===== src/rtl/ctotr_cfg.svh =====
// Addresses, field positions, reset values and counts for the core trim register bank
`ifndef CTOTR_CFG_SVH
`define CTOTR_CFG_SVH

`define CTOTR_ADDR_W             15
`define CTOTR_ADDR_T2_SINGLE_IN1 15'h315
`define CTOTR_ADDR_T1_SINGLE_IN2 15'h31A
`define CTOTR_ADDR_T2_SINGLE_IN2 15'h31B
`define CTOTR_ADDR_O1_DUAL_IN1   15'h344
`define CTOTR_ADDR_O1_DUAL_IN2   15'h346
`define CTOTR_ADDR_O1_SINGLE_IN1 15'h348
`define CTOTR_ADDR_O1_SINGLE_IN2 15'h34A
`define CTOTR_ADDR_O2_IN1        15'h34C
`define CTOTR_OFFSET_MSB         11
`define CTOTR_RESET_BYTE         8'h00
`define CTOTR_UNMAPPED_READ      8'h00
`define CTOTR_FUSE_BYTES         13
`define CTOTR_FUSE_LAST          4'hC
`define CTOTR_IDX_T2_SINGLE_IN1  4'h0
`define CTOTR_IDX_T1_SINGLE_IN2  4'h1
`define CTOTR_IDX_T2_SINGLE_IN2  4'h2
`define CTOTR_IDX_O1_DUAL_IN1    4'h3
`define CTOTR_IDX_O1_DUAL_IN2    4'h5
`define CTOTR_IDX_O1_SINGLE_IN1  4'h7
`define CTOTR_IDX_O1_SINGLE_IN2  4'h9
`define CTOTR_IDX_O2_IN1         4'hB

`endif


===== src/rtl/ctotr_pkg.sv =====
// Types shared by the core trim register bank
package ctotr_pkg;
	typedef enum logic [0:0] {
		CTOTR_LD_RUN,
		CTOTR_LD_DONE
	} ctotr_ld_state_t;

	typedef logic [3:0] ctotr_idx_t;
	typedef logic [7:0] ctotr_byte_t;
endpackage


===== src/rtl/ctotr_bank.sv =====
// Timing and offset trim register bank for the two sampling cores
`timescale 1ns/100ps
`include "ctotr_cfg.svh"
// Functional notes
// - Core two single-mode timing, per input
// - Core one single-mode second-input timing trim
// - Core one dual first-input offset, reserved top
// - Core one dual second-input offset trim
// - Core one single first-input offset trim
// - Core one second-input ninety-degree offset trim
// - Core two first-input offset, any mode
// - Defaults loaded from fuses, software read/write
// - Timing trims shift sampling instant, adjustable
module ctotr_bank
(
	input  wire logic                    clock_i,
	input  wire logic                    rst_b_i,
	input  wire logic [`CTOTR_ADDR_W-1:0] reg_addr_i,
	input  wire logic                    reg_wr_i,
	input  wire ctotr_pkg::ctotr_byte_t  reg_wdata_i,
	input  wire logic                    reg_rd_i,
	output ctotr_pkg::ctotr_byte_t       reg_rdata_o,
	output logic                         reg_rvalid_o,
	input  wire ctotr_pkg::ctotr_byte_t  fuse_data_i,
	output logic [3:0]                   fuse_addr_o,
	output logic                         fuse_busy_o,
	input  wire logic                    dual_mode_i,
	input  wire logic                    fg_cal_en_i,
	input  wire logic                    core_one_in2_i,
	input  wire logic                    core_two_in2_i,
	output ctotr_pkg::ctotr_byte_t       core_one_timing_o,
	output ctotr_pkg::ctotr_byte_t       core_two_timing_o,
	output logic [`CTOTR_OFFSET_MSB:0]   core_one_offset_o,
	output logic [`CTOTR_OFFSET_MSB:0]   core_two_offset_o
);
	import ctotr_pkg::*;

	typedef struct packed {
		logic [`CTOTR_FUSE_BYTES-1:0][7:0] mem;
		ctotr_byte_t                       rdata;
		logic                              rvalid;
		logic                              busy;
		ctotr_byte_t                       t1;
		ctotr_byte_t                       t2;
		logic [`CTOTR_OFFSET_MSB:0]        o1;
		logic [`CTOTR_OFFSET_MSB:0]        o2;
	} ctotr_bank_t;

	ctotr_bank_t s;
	ctotr_bank_t next_s;

	logic        ld_we;
	ctotr_idx_t  ld_idx;
	ctotr_byte_t ld_data;
	logic        ld_busy;

	ctotr_fuse_loader u_loader
	(
		.clock_i     (clock_i),
		.rst_b_i     (rst_b_i),
		.fuse_data_i (fuse_data_i),
		.fuse_addr_o (fuse_addr_o),
		.ld_we_o     (ld_we),
		.ld_idx_o    (ld_idx),
		.ld_data_o   (ld_data),
		.busy_o      (ld_busy)
	);

	// Byte address to storage index; bit 4 flags a mapped address
	function automatic logic [4:0] map_addr(input logic [`CTOTR_ADDR_W-1:0] a);
		logic [4:0]               r;
		logic [`CTOTR_ADDR_W-1:0] even;
		r = 5'h00;
		// Both bytes of an offset pair share the even address
		even = {a[`CTOTR_ADDR_W-1:1], 1'b0};
		if (a == `CTOTR_ADDR_T2_SINGLE_IN1)
		begin
			r = {1'b1, `CTOTR_IDX_T2_SINGLE_IN1};
		end
		else if (a == `CTOTR_ADDR_T1_SINGLE_IN2)
		begin
			r = {1'b1, `CTOTR_IDX_T1_SINGLE_IN2};
		end
		else if (a == `CTOTR_ADDR_T2_SINGLE_IN2)
		begin
			r = {1'b1, `CTOTR_IDX_T2_SINGLE_IN2};
		end
		else if (even == `CTOTR_ADDR_O1_DUAL_IN1)
		begin
			r = {1'b1, `CTOTR_IDX_O1_DUAL_IN1 + {3'h0, a[0]}};
		end
		else if (even == `CTOTR_ADDR_O1_DUAL_IN2)
		begin
			r = {1'b1, `CTOTR_IDX_O1_DUAL_IN2 + {3'h0, a[0]}};
		end
		else if (even == `CTOTR_ADDR_O1_SINGLE_IN1)
		begin
			r = {1'b1, `CTOTR_IDX_O1_SINGLE_IN1 + {3'h0, a[0]}};
		end
		else if (even == `CTOTR_ADDR_O1_SINGLE_IN2)
		begin
			r = {1'b1, `CTOTR_IDX_O1_SINGLE_IN2 + {3'h0, a[0]}};
		end
		else if (even == `CTOTR_ADDR_O2_IN1)
		begin
			r = {1'b1, `CTOTR_IDX_O2_IN1 + {3'h0, a[0]}};
		end
		return r;
	endfunction

	// Twelve-bit offset field from a little-endian byte pair
	function automatic logic [`CTOTR_OFFSET_MSB:0] offset_of(
		input logic [`CTOTR_FUSE_BYTES-1:0][7:0] m,
		input ctotr_idx_t                         lo);
		ctotr_idx_t  hi;
		logic [15:0] w;
		hi = lo + 4'h1;
		w = {m[hi], m[lo]};
		// Reserved top nibble is stored for readback only
		return w[`CTOTR_OFFSET_MSB:0];
	endfunction

	logic [4:0] hit;

	always_comb
	begin
		next_s = s;
		hit = map_addr(reg_addr_i);
		next_s.busy = ld_busy;
		next_s.rvalid = reg_rd_i;
		next_s.rdata = `CTOTR_UNMAPPED_READ;

		if (reg_rd_i && hit[4])
		begin
			next_s.rdata = s.mem[hit[3:0]];
		end

		if (ld_we)
		begin
			next_s.mem[ld_idx] = ld_data;
		end
		else if (reg_wr_i && hit[4] && !ld_busy)
		begin
			next_s.mem[hit[3:0]] = reg_wdata_i;
		end

		next_s.t1 = `CTOTR_RESET_BYTE;
		next_s.t2 = `CTOTR_RESET_BYTE;
		next_s.o1 = '0;
		next_s.o2 = '0;
		if (fg_cal_en_i)
		begin
			if (!dual_mode_i)
			begin
				if (core_one_in2_i)
				begin
					next_s.t1 = s.mem[`CTOTR_IDX_T1_SINGLE_IN2];
				end
				if (core_two_in2_i)
				begin
					next_s.t2 = s.mem[`CTOTR_IDX_T2_SINGLE_IN2];
				end
				else
				begin
					next_s.t2 = s.mem[`CTOTR_IDX_T2_SINGLE_IN1];
				end
			end
			if (dual_mode_i && !core_one_in2_i)
			begin
				next_s.o1 = offset_of(s.mem, `CTOTR_IDX_O1_DUAL_IN1);
			end
			else if (dual_mode_i)
			begin
				next_s.o1 = offset_of(s.mem, `CTOTR_IDX_O1_DUAL_IN2);
			end
			else if (!core_one_in2_i)
			begin
				next_s.o1 = offset_of(s.mem, `CTOTR_IDX_O1_SINGLE_IN1);
			end
			else
			begin
				next_s.o1 = offset_of(s.mem, `CTOTR_IDX_O1_SINGLE_IN2);
			end
			if (!core_two_in2_i)
			begin
				next_s.o2 = offset_of(s.mem, `CTOTR_IDX_O2_IN1);
			end
		end
	end

	always_ff @(posedge clock_i or negedge rst_b_i)
	begin
		if (!rst_b_i)
		begin
			// Busy from reset so fuse_busy_o reports busy before the fuse walk starts
			s <= '0;
			s.busy <= 1'b1;
		end
		else
		begin
			s <= next_s;
		end
	end

	assign reg_rdata_o       = s.rdata;
	assign reg_rvalid_o      = s.rvalid;
	assign fuse_busy_o       = s.busy;
	assign core_one_timing_o = s.t1;
	assign core_two_timing_o = s.t2;
	assign core_one_offset_o = s.o1;
	assign core_two_offset_o = s.o2;
endmodule


===== src/rtl/ctotr_fuse_loader.sv =====
// Walks factory fuse storage after reset and hands each byte to the bank
`timescale 1ns/100ps
`include "ctotr_cfg.svh"
module ctotr_fuse_loader
(
	input  wire logic                  clock_i,
	input  wire logic                  rst_b_i,
	input  wire ctotr_pkg::ctotr_byte_t fuse_data_i,
	output logic [3:0]                 fuse_addr_o,
	output logic                       ld_we_o,
	output ctotr_pkg::ctotr_idx_t      ld_idx_o,
	output ctotr_pkg::ctotr_byte_t     ld_data_o,
	output logic                       busy_o
);
	import ctotr_pkg::*;

	typedef struct packed {
		ctotr_ld_state_t state;
		ctotr_idx_t      idx;
		logic            pend;
		ctotr_idx_t      pend_idx;
	} ctotr_ld_t;

	ctotr_ld_t s;
	ctotr_ld_t next_s;

	always_comb
	begin
		next_s = s;
		next_s.pend = 1'b0;
		case (s.state)
			CTOTR_LD_RUN:
			begin
				// Fuse byte arrives one cycle after its address
				next_s.pend = 1'b1;
				next_s.pend_idx = s.idx;
				if (s.idx == `CTOTR_FUSE_LAST)
				begin
					next_s.state = CTOTR_LD_DONE;
				end
				else
				begin
					next_s.idx = s.idx + 4'h1;
				end
			end
			default:
			begin
				next_s.state = CTOTR_LD_DONE;
			end
		endcase
	end

	always_ff @(posedge clock_i or negedge rst_b_i)
	begin
		if (!rst_b_i)
		begin
			s <= '{CTOTR_LD_RUN, 4'h0, 1'b0, 4'h0};
		end
		else
		begin
			s <= next_s;
		end
	end

	assign fuse_addr_o = s.idx;
	assign ld_we_o     = s.pend;
	assign ld_idx_o    = s.pend_idx;
	assign ld_data_o   = fuse_data_i;
	assign busy_o      = (s.state == CTOTR_LD_RUN) || s.pend;
endmodule


===== config.mk =====
export PLATFORM = sky130hd
export DESIGN_NAME = ctotr_bank
export DESIGN_NICKNAME = d
export VERILOG_FILES = /design/src/rtl/ctotr_pkg.sv /design/src/rtl/ctotr_bank.sv /design/src/rtl/ctotr_fuse_loader.sv
export VERILOG_INCLUDE_DIRS = /design/src /design/src/rtl
export SDC_FILE = /design/constraint.sdc
export NUM_CORES = 1
export LEC_CHECK = 0
export BUFFER_PORTS_ARGS = -buffer_cell sky130_fd_sc_hd__buf_2
export CAP_MARGIN = 20
export CORE_MARGIN = 1.5
export CORE_UTILIZATION = 35
export CTS_BUF_LIST = sky130_fd_sc_hd__clkbuf_4 sky130_fd_sc_hd__clkbuf_8
export CTS_CLUSTER_DIAMETER = 60
export CTS_CLUSTER_SIZE = 14
export DETAILED_ROUTE_END_ITERATION = 10
export SLEW_MARGIN = 40
export SYNTH_ARGS = -nofsm -noshare
export SYNTH_HDL_FRONTEND = slang
export SYNTH_SLANG_ARGS = --single-unit

===== constraint.sdc =====
create_clock -name clock_i -period 6.48 [get_ports clock_i]
set_input_delay 0.648 -clock clock_i [delete_from_list [all_inputs] [get_ports clock_i]]
set_output_delay 0.648 -clock clock_i [all_outputs]
set_load 0.03 [all_outputs]

==> results of run 1 <==
[cells in the final DEF, fill, tap and decap left out, types with 3 or more instances in the layout]
cell type	n
o22ai_4	3
o22a_1	7
nor4_1	5
a32oi_1	7
inv_1	7
mux2i_1	31
nor3_1	9
or3_1	3
and3_1	10
mux2_2	57
buf_4	4
buf_2	91
nor2_1	18
xnor2_1	3
and2_1	28
dfrtp_1	163
nand4_1	12
mux2_1	8
o21ai_0	44
clkbuf_8	18
o22ai_1	72
clkinvlp_4	4
inv_6	3
o21ai_4	3
a22oi_1	7
mux4_2	12
clkinv_2	4
mux2_4	48
a21oi_1	15
nand3_1	47
nor2b_1	5
nor3_2	4
nand2b_1	7
nand2_1	73
[kinds of logic after synthesis]
family                   after synthesis  share of synthesized area
adder cells (fa/ha/maj)                2                    0.00269
AO/OA/AOI/OAI                        173                      0.126
buffers and inverters                115                     0.0729
AND/OR/NAND/NOR                      240                      0.136
XOR/XNOR                               3                    0.00282
flip-flops                           164                      0.441
multiplexers                         156                      0.218
[per-layer routing]
layer | wire length (um) | up-vias
met5 | 0 | -
met4 | 895 | 0
met3 | 2850 | 65
met1 | 12900 | 3612
met2 | 12800 | 436
li1 | - | 3105
[registers in the layout, summed over array words and instances, names as in the netlist]
| name | count |
|---|---|
| u_loader.ld_idx_o | 4 |
| core_two_offset_o | 12 |
| fuse_busy_o | 1 |
| u_loader.fuse_addr_o | 4 |
| reg_rvalid_o | 1 |
| core_one_offset_o | 12 |
| s | 104 |
| u_loader.s | 1 |
| reg_rdata_o | 8 |
| core_one_timing_o | 8 |
| core_two_timing_o | 8 |
| u_loader.ld_we_o | 1 |
[power groups by stage]
stage	combinational [mW]	sequential (mW)	clock, mW
after floorplan	0.151	1.11	0
after global placement	0.212	1.13	0
after detailed placement	0.215	1.13	0
after CTS	0.216	1.11	0.788
after global routing	0.233	1.12	0.829
final	0.218	1.11	0.776
[metrics by stage]
stage,hold WS [ns],area (um2),utilization
6_report,0.0241,10000,0.385
5_1_grt,0.0130,10000,0.385
4_1_cts,0.245,10000,0.384
3_5_place_dp,0.481,9600,0.369
3_3_place_gp,0.474,9580,0.368
2_1_floorplan,0.352,9310,-
[worst max path at each step]
stage	endpoint	slack [ns]	cells past startpoint
6_report	s[120]	3.06	8
5_1_grt	s[120]	2.99	8
4_1_cts	s[120]	3.18	8
3_5_place_dp	s[112]	2.68	8
3_3_place_gp	s[109]	2.67	8
2_1_floorplan	s[100]	3.40	9
[worst register-to-register path, stage by stage (launching register included)]
cell      delay (ns)
dfrtp_1         0.34
buf_4           0.38
clkinv_2        0.56
nand4_4         0.52
o22a_1          0.54
mux2_4          0.35
[cell type report]
type                    count  share of cell area
well taps                 335              0.0417
clock buffers              18              0.0247
inverters                   8             0.00311
multi-input cells         574               0.453
clock inverters            14              0.0151
flip-flops and latches    164               0.409
repair buffers             98              0.0537
==> metrics.yaml, run 1 <==
clocking:
  clkTransAtPathRegs_ns: 0.09
  cts_tree: "built"
  root_buffer: "clkbuf_8"
  clock-sinks: 164
  cts_setup_buffers: 0
  cts_buffer_depth: 2
  ctsResizeCount: 0
  holdBufCountCts: 0
  cts_buffers: 17
  htreeDepth: 4
  clk-insertion-delay-late_ns: 0.48
place:
  io_buffers: 92
  gp_congestion: 0.949
  placed_cells: 1178
  hpwl_um: 20600
  preCtsSetupSlack_ns: 2.68
floorplanning:
  start_util: 0.357
  die_h_um: 166
  num_rows: 59
  dieArea_um2: 27600
  pin_count: 93
  core-area_um2: 26100
  fp.dieW_um: 166
power_and_ir_drop:
  power_switching_uw: 592
  pwr-share-comb: 0.104
  swShare: 0.281
  p_int_mw: 1.51
  leakage_nw: 4.18
  seqPwrFrac: 0.528
  p_total_mw: 2.11
  ir_drop_v: 0.000109
  pwr-share-clk: 0.368
  power.density_nw_per_um2: 210
min_path:
  hold_class: "in -> async"
synth:
  ys_seq_elements: 164
  syn_area_um2: 9310
  synthCells: 853
  synth_top_cell_by_area: "dfrtp_1"
  seq_area_frac_synth: 0.441
  avgSynthCellArea_um2: 10.9
  synth_ff_type: "dfrtp_1"
  yosysMostFrequentCell: "dfrtp_1"
  synthTopCellsByCount: "dfrtp_1 (163), nand2_1 (74), o22ai_1 (72), mux2_2 (57), buf_4 (52)"
  yosysTopAreaCellShare: 0.438
  synth_edf_count: 0
  ys_warn_count: 0
  async_flop_share: 1.00
  yosysUniqueCellTypes: 62
  syn-num-nets: 894
  ys_top_cells_by_area: "dfrtp_1 (44%), mux2_4 (7.7%), mux2_2 (6.9%), o22ai_1 (4.8%), buf_4 (4.2%)"
global_routing:
  grt_overflow_total: 0
  grt-busiest-layer: "met2"
  grt_util_met3: 0.0653
  use_met2: 0.304
  use_met1: 0.301
  grt_max_degree: 104
  grt_pass1_wl_um: 43900
  grt_pass1_vias: 7039
  gr-usage-all-layers: 0.213
  antenna_found_initial: 0
critical_path:
  cp_top_family: "simple AND/OR/NAND/NOR gates"
  r2r_end: "s[120]"
  critPathMaxFanout: 13
  critPathCaptureType: "flip-flop"
  start_kind: "primary input"
  crit_type: "in -> reg"
  reg2reg_from: "u_loader.ld_we_o"
  critPathRequiredTime_ns: 6.84
  crit_start: "reg_addr_i[5]"
  r2r_slack_ns: 3.69
  crit_slowest_cell: "a211oi_4"
  path_cells: "buf_2 -> or3b_1 -> or2_4 -> a2bb2oi_2 -> a211oi_4 -> nand4_4 -> o22a_1 -> mux2_4"
  crit_arrival_ns: 3.78
  critPathBufInv: 1
  ff2ff_path_depth: 5
  slowest_delay_ns: 0.57
finish:
  nFillCells: 2595
  antennaDiodeCount: 0
  multi_input_area_um2: 4550
  regArea_um2: 4110
  syn_to_final_growth_pct: 7.93
  num-nets-final: 904
  final-instance-count-excl-fill: 1211
  drive_gt1_frac: 0.317
routing:
  vias: 7218
  ant_nets: 0
  wl_per_cell_um: 24.3
  wl_um: 29400
  drcViolationCount: 0
  drtPass1Iterations: 6
  viasPerCell: 5.96
  drtIter0Drc: 900
sta:
  tightest_slew_ns: 0.876
  grt_setup_unrepaired: "no"
  maxSlewHeadroom: 0.414
  finalMaxSlewViolations: 0
  max_freq_mhz: 292
  worst_slack_ns: 3.06
  worst_clock_skew_ns: 0.0220
  finalSetupViolCount: 0
  hold_viol_final: 0
  period_minus_slack_ns: 3.42
  fin_crit_sh: 0.528
  fin_tns_setup_ns: 0
run_status:
  status: "complete, no violations"
flow_run:
  drv_cap: 0
Note: power is estimated with default switching activity, not from simulation.
==> run 2: changes to the inputs <==
Clock period 6.48 ns to 2.9 ns, I/O delays scaled along.
==> run 2 against run 1 <==
Sequential power is 120% higher. Power rose by 130%. Sequential share of layout area shrank 1.5 points. Register-to-register slack lost 3.2 ns. Die area is the same. Utilization is 1.5 points higher. Clock-buffer cell count grew 4. Clock power grew 150%. Via count rose by 1.0%. Global-route usage is 0.45 points higher. Combinational power up 130%. Worst setup slack lost 2.7 ns. Critical path type unchanged. Largest power group unchanged.
==> metrics.yaml, run 2 (synthesis gave the netlist of run 1 again) <==
critical_path:
  r2r_slack_ns: 0.46  # was 3.69 ns
  critPathMaxFanout: 23  # was 13
  reg2reg_from: "u_loader.ld_we_o"  # unchanged
  critPathCaptureType: "flip-flop"  # unchanged
  r2r_end: "s[58]"  # was s[120]
  ff2ff_path_depth: 4  # was 5
  start_kind: "primary input"  # unchanged
  crit_arrival_ns: 2.94  # was 3.78 ns
  endpoint: "reg_rdata_o[6]"  # was s[120]
  crit_start: "reg_addr_i[5]"  # unchanged
  crit_type: "in -> reg"  # unchanged
  critPathRequiredTime_ns: 3.27  # was 6.84 ns
floorplanning:
  fp.dieW_um: 166  # unchanged
  num_rows: 59  # unchanged
  die_h_um: 166  # unchanged
  dieArea_um2: 27600  # unchanged
  start_util: 0.357  # unchanged
  pin_count: 93  # unchanged
  core-area_um2: 26100  # unchanged
global_routing:
  grt_overflow_total: 0  # unchanged
  grt_pass1_wl_um: 44800  # was 43900 um
  antenna_found_initial: 0  # unchanged
  grt_max_degree: 60  # was 104
  gr-usage-all-layers: 0.217  # was 0.213
  grt_pass1_vias: 7119  # was 7039
clocking:
  clock-sinks: 164  # unchanged
  holdBufCountCts: 1  # was 0
  htreeDepth: 4  # unchanged
  clkTransAtPathRegs_ns: 0.09  # about the same
  cts_setup_buffers: 0  # unchanged
  cts_tree: "built"  # unchanged
  ctsResizeCount: 0  # unchanged
  cts_buffer_depth: 2  # unchanged
  root_buffer: "clkbuf_8"  # unchanged
  clk-insertion-delay-late_ns: 0.47  # was 0.48 ns
  cts_buffers: 17  # unchanged
sta:
  hold_viol_final: 0  # unchanged
  worst_slack_ns: 0.334  # was 3.06 ns
  fin_tns_setup_ns: 0  # unchanged
  maxSlewHeadroom: 0.448  # was 0.414
  tightest_slew_ns: 0.826  # was 0.876 ns
  finalSetupViolCount: 0  # unchanged
  worst_clock_skew_ns: 0.0157  # was 0.0220 ns
  grt_setup_unrepaired: "no"  # unchanged
  period_minus_slack_ns: 2.57
  max_freq_mhz: 390
  finalMaxSlewViolations: 0  # unchanged
  fin_crit_sh: 0.885
min_path:
  hold_class: "in -> reg"  # was in -> async
routing:
  viasPerCell: 5.82  # was 5.96
  wl_per_cell_um: 23.9  # was 24.3 um
  wl_um: 29900  # was 29400 um
  drtIter0Drc: 671  # was 900
  drtPass1Iterations: 5  # was 6
  drcViolationCount: 0  # unchanged
  ant_nets: 0  # unchanged
  vias: 7291  # was 7218
power_and_ir_drop:
  ir_drop_v: 0.000282  # was 0.000109 V
  leakage_nw: 4.41  # was 4.18 nW
  power.density_nw_per_um2: 469  # was 210 nW/um2
finish:
  drive_gt1_frac: 0.338  # was 0.317
  num-nets-final: 945  # was 904
  syn_to_final_growth_pct: 12.1  # was 7.93%
  nFillCells: 2556  # was 2595
  top_register: "s"  # unchanged
  final_common_cell: "dfrtp_1"  # unchanged
  design_area_um2: 10400  # was 10000 um2
  antennaDiodeCount: 0  # unchanged
  layout_common_cells: "dfrtp_1 (163), buf_2 (91), nand2_1 (74)"  # was dfrtp_1 (163), buf_2 (91), nand2_1 (73)
  largest_reg_flops: 104  # unchanged
place:
  io_buffers: 92  # unchanged
  preCtsSetupSlack_ns: -0.0418  # was 2.68 ns
  post_dp_cell_area_um2: 9960  # was 9600 um2
  gp_congestion: 0.927  # was 0.949
  hpwl_um: 21400  # was 20600 um
run_status:
  status: "complete, no violations"  # unchanged
flow_run:
  drv_cap: 0  # unchanged
-- run 2: changes by cell type in the layout (fill, tap and decap cells not counted), sizes merged --
cell         before  now
clkinv            5    2
clkbuf           18   22
buf              98  138
bufinv            2    4
dlygate4sd3       0    1
inv              11   10
clkinvlp          4    2
-- run 2: layout make-up --
type / count / area (um2) / area share
multi-input combinational: 574 / 4520 / 0.434
clock inverter: 10 / 170 / 0.0163
timing repair buffer: 139 / 897 / 0.0860
inverter: 8 / 30.0 / 0.00288
sequential: 164 / 4110 / 0.394
tap: 335 / 419 / 0.0402
clock buffer: 22 / 284 / 0.0272
-- run 2: layer usage --
layer  part of all wire  wire length, um  track usage
met5                  0                0            0
met4              0.026              769       0.0776
met3              0.083             2480       0.0541
met2               0.45            13600        0.328
met1               0.44            13100        0.302
-- run 2: power by group --
group / internal (mW) / total [mW] / switching (mW)
sequential: 2.39 / 2.48 / 0.0912
clock: 1.02 / 1.92 / 0.898
combinational: 0.201 / 0.491 / 0.289
total: 3.61 / 4.89 / 1.28
-- run 2: stage by stage --
stage / cells / hold WS, ns / utilization / total power [mW]
finish: 1252 / 0.0557 / 0.400 / 4.89
global route: 1252 / 0.0174 / 0.400 / 5.05
CTS: 1252 / 0.0256 / 0.400 / 4.91
detailed placement: 1219 / 0.326 / 0.382 / 3.01
global placement: 1219 / 0.316 / 0.382 / 3.01
floorplan: 853 / -0.00559 / - / 2.82
-- run 2: how the worst min path moves through the flow --
stage	from	end	slack, ns	cells after the start
2_1_floorplan	rst_b_i	core_one_offset_o[0]	-0.006	0
3_3_place_gp	rst_b_i	u_loader.fuse_addr_o[1]	0.32	1
3_5_place_dp	rst_b_i	u_loader.fuse_addr_o[1]	0.33	1
4_1_cts	reg_rd_i	reg_rvalid_o	0.03	1
5_1_grt	reg_rd_i	reg_rvalid_o	0.02	1
6_report	reg_rd_i	reg_rvalid_o	0.06	1
-- run 2: worst max-delay path, cell delays in order --
cell and delay (ns):
buf_2 0.09, or3b_1 0.43, buf_4 0.18, nor4_1 0.56, o21a_1 0.26, buf_12 0.21
mux2i_1 0.10, a22oi_1 0.41, o21ai_0 0.16, nor3_1 0.22
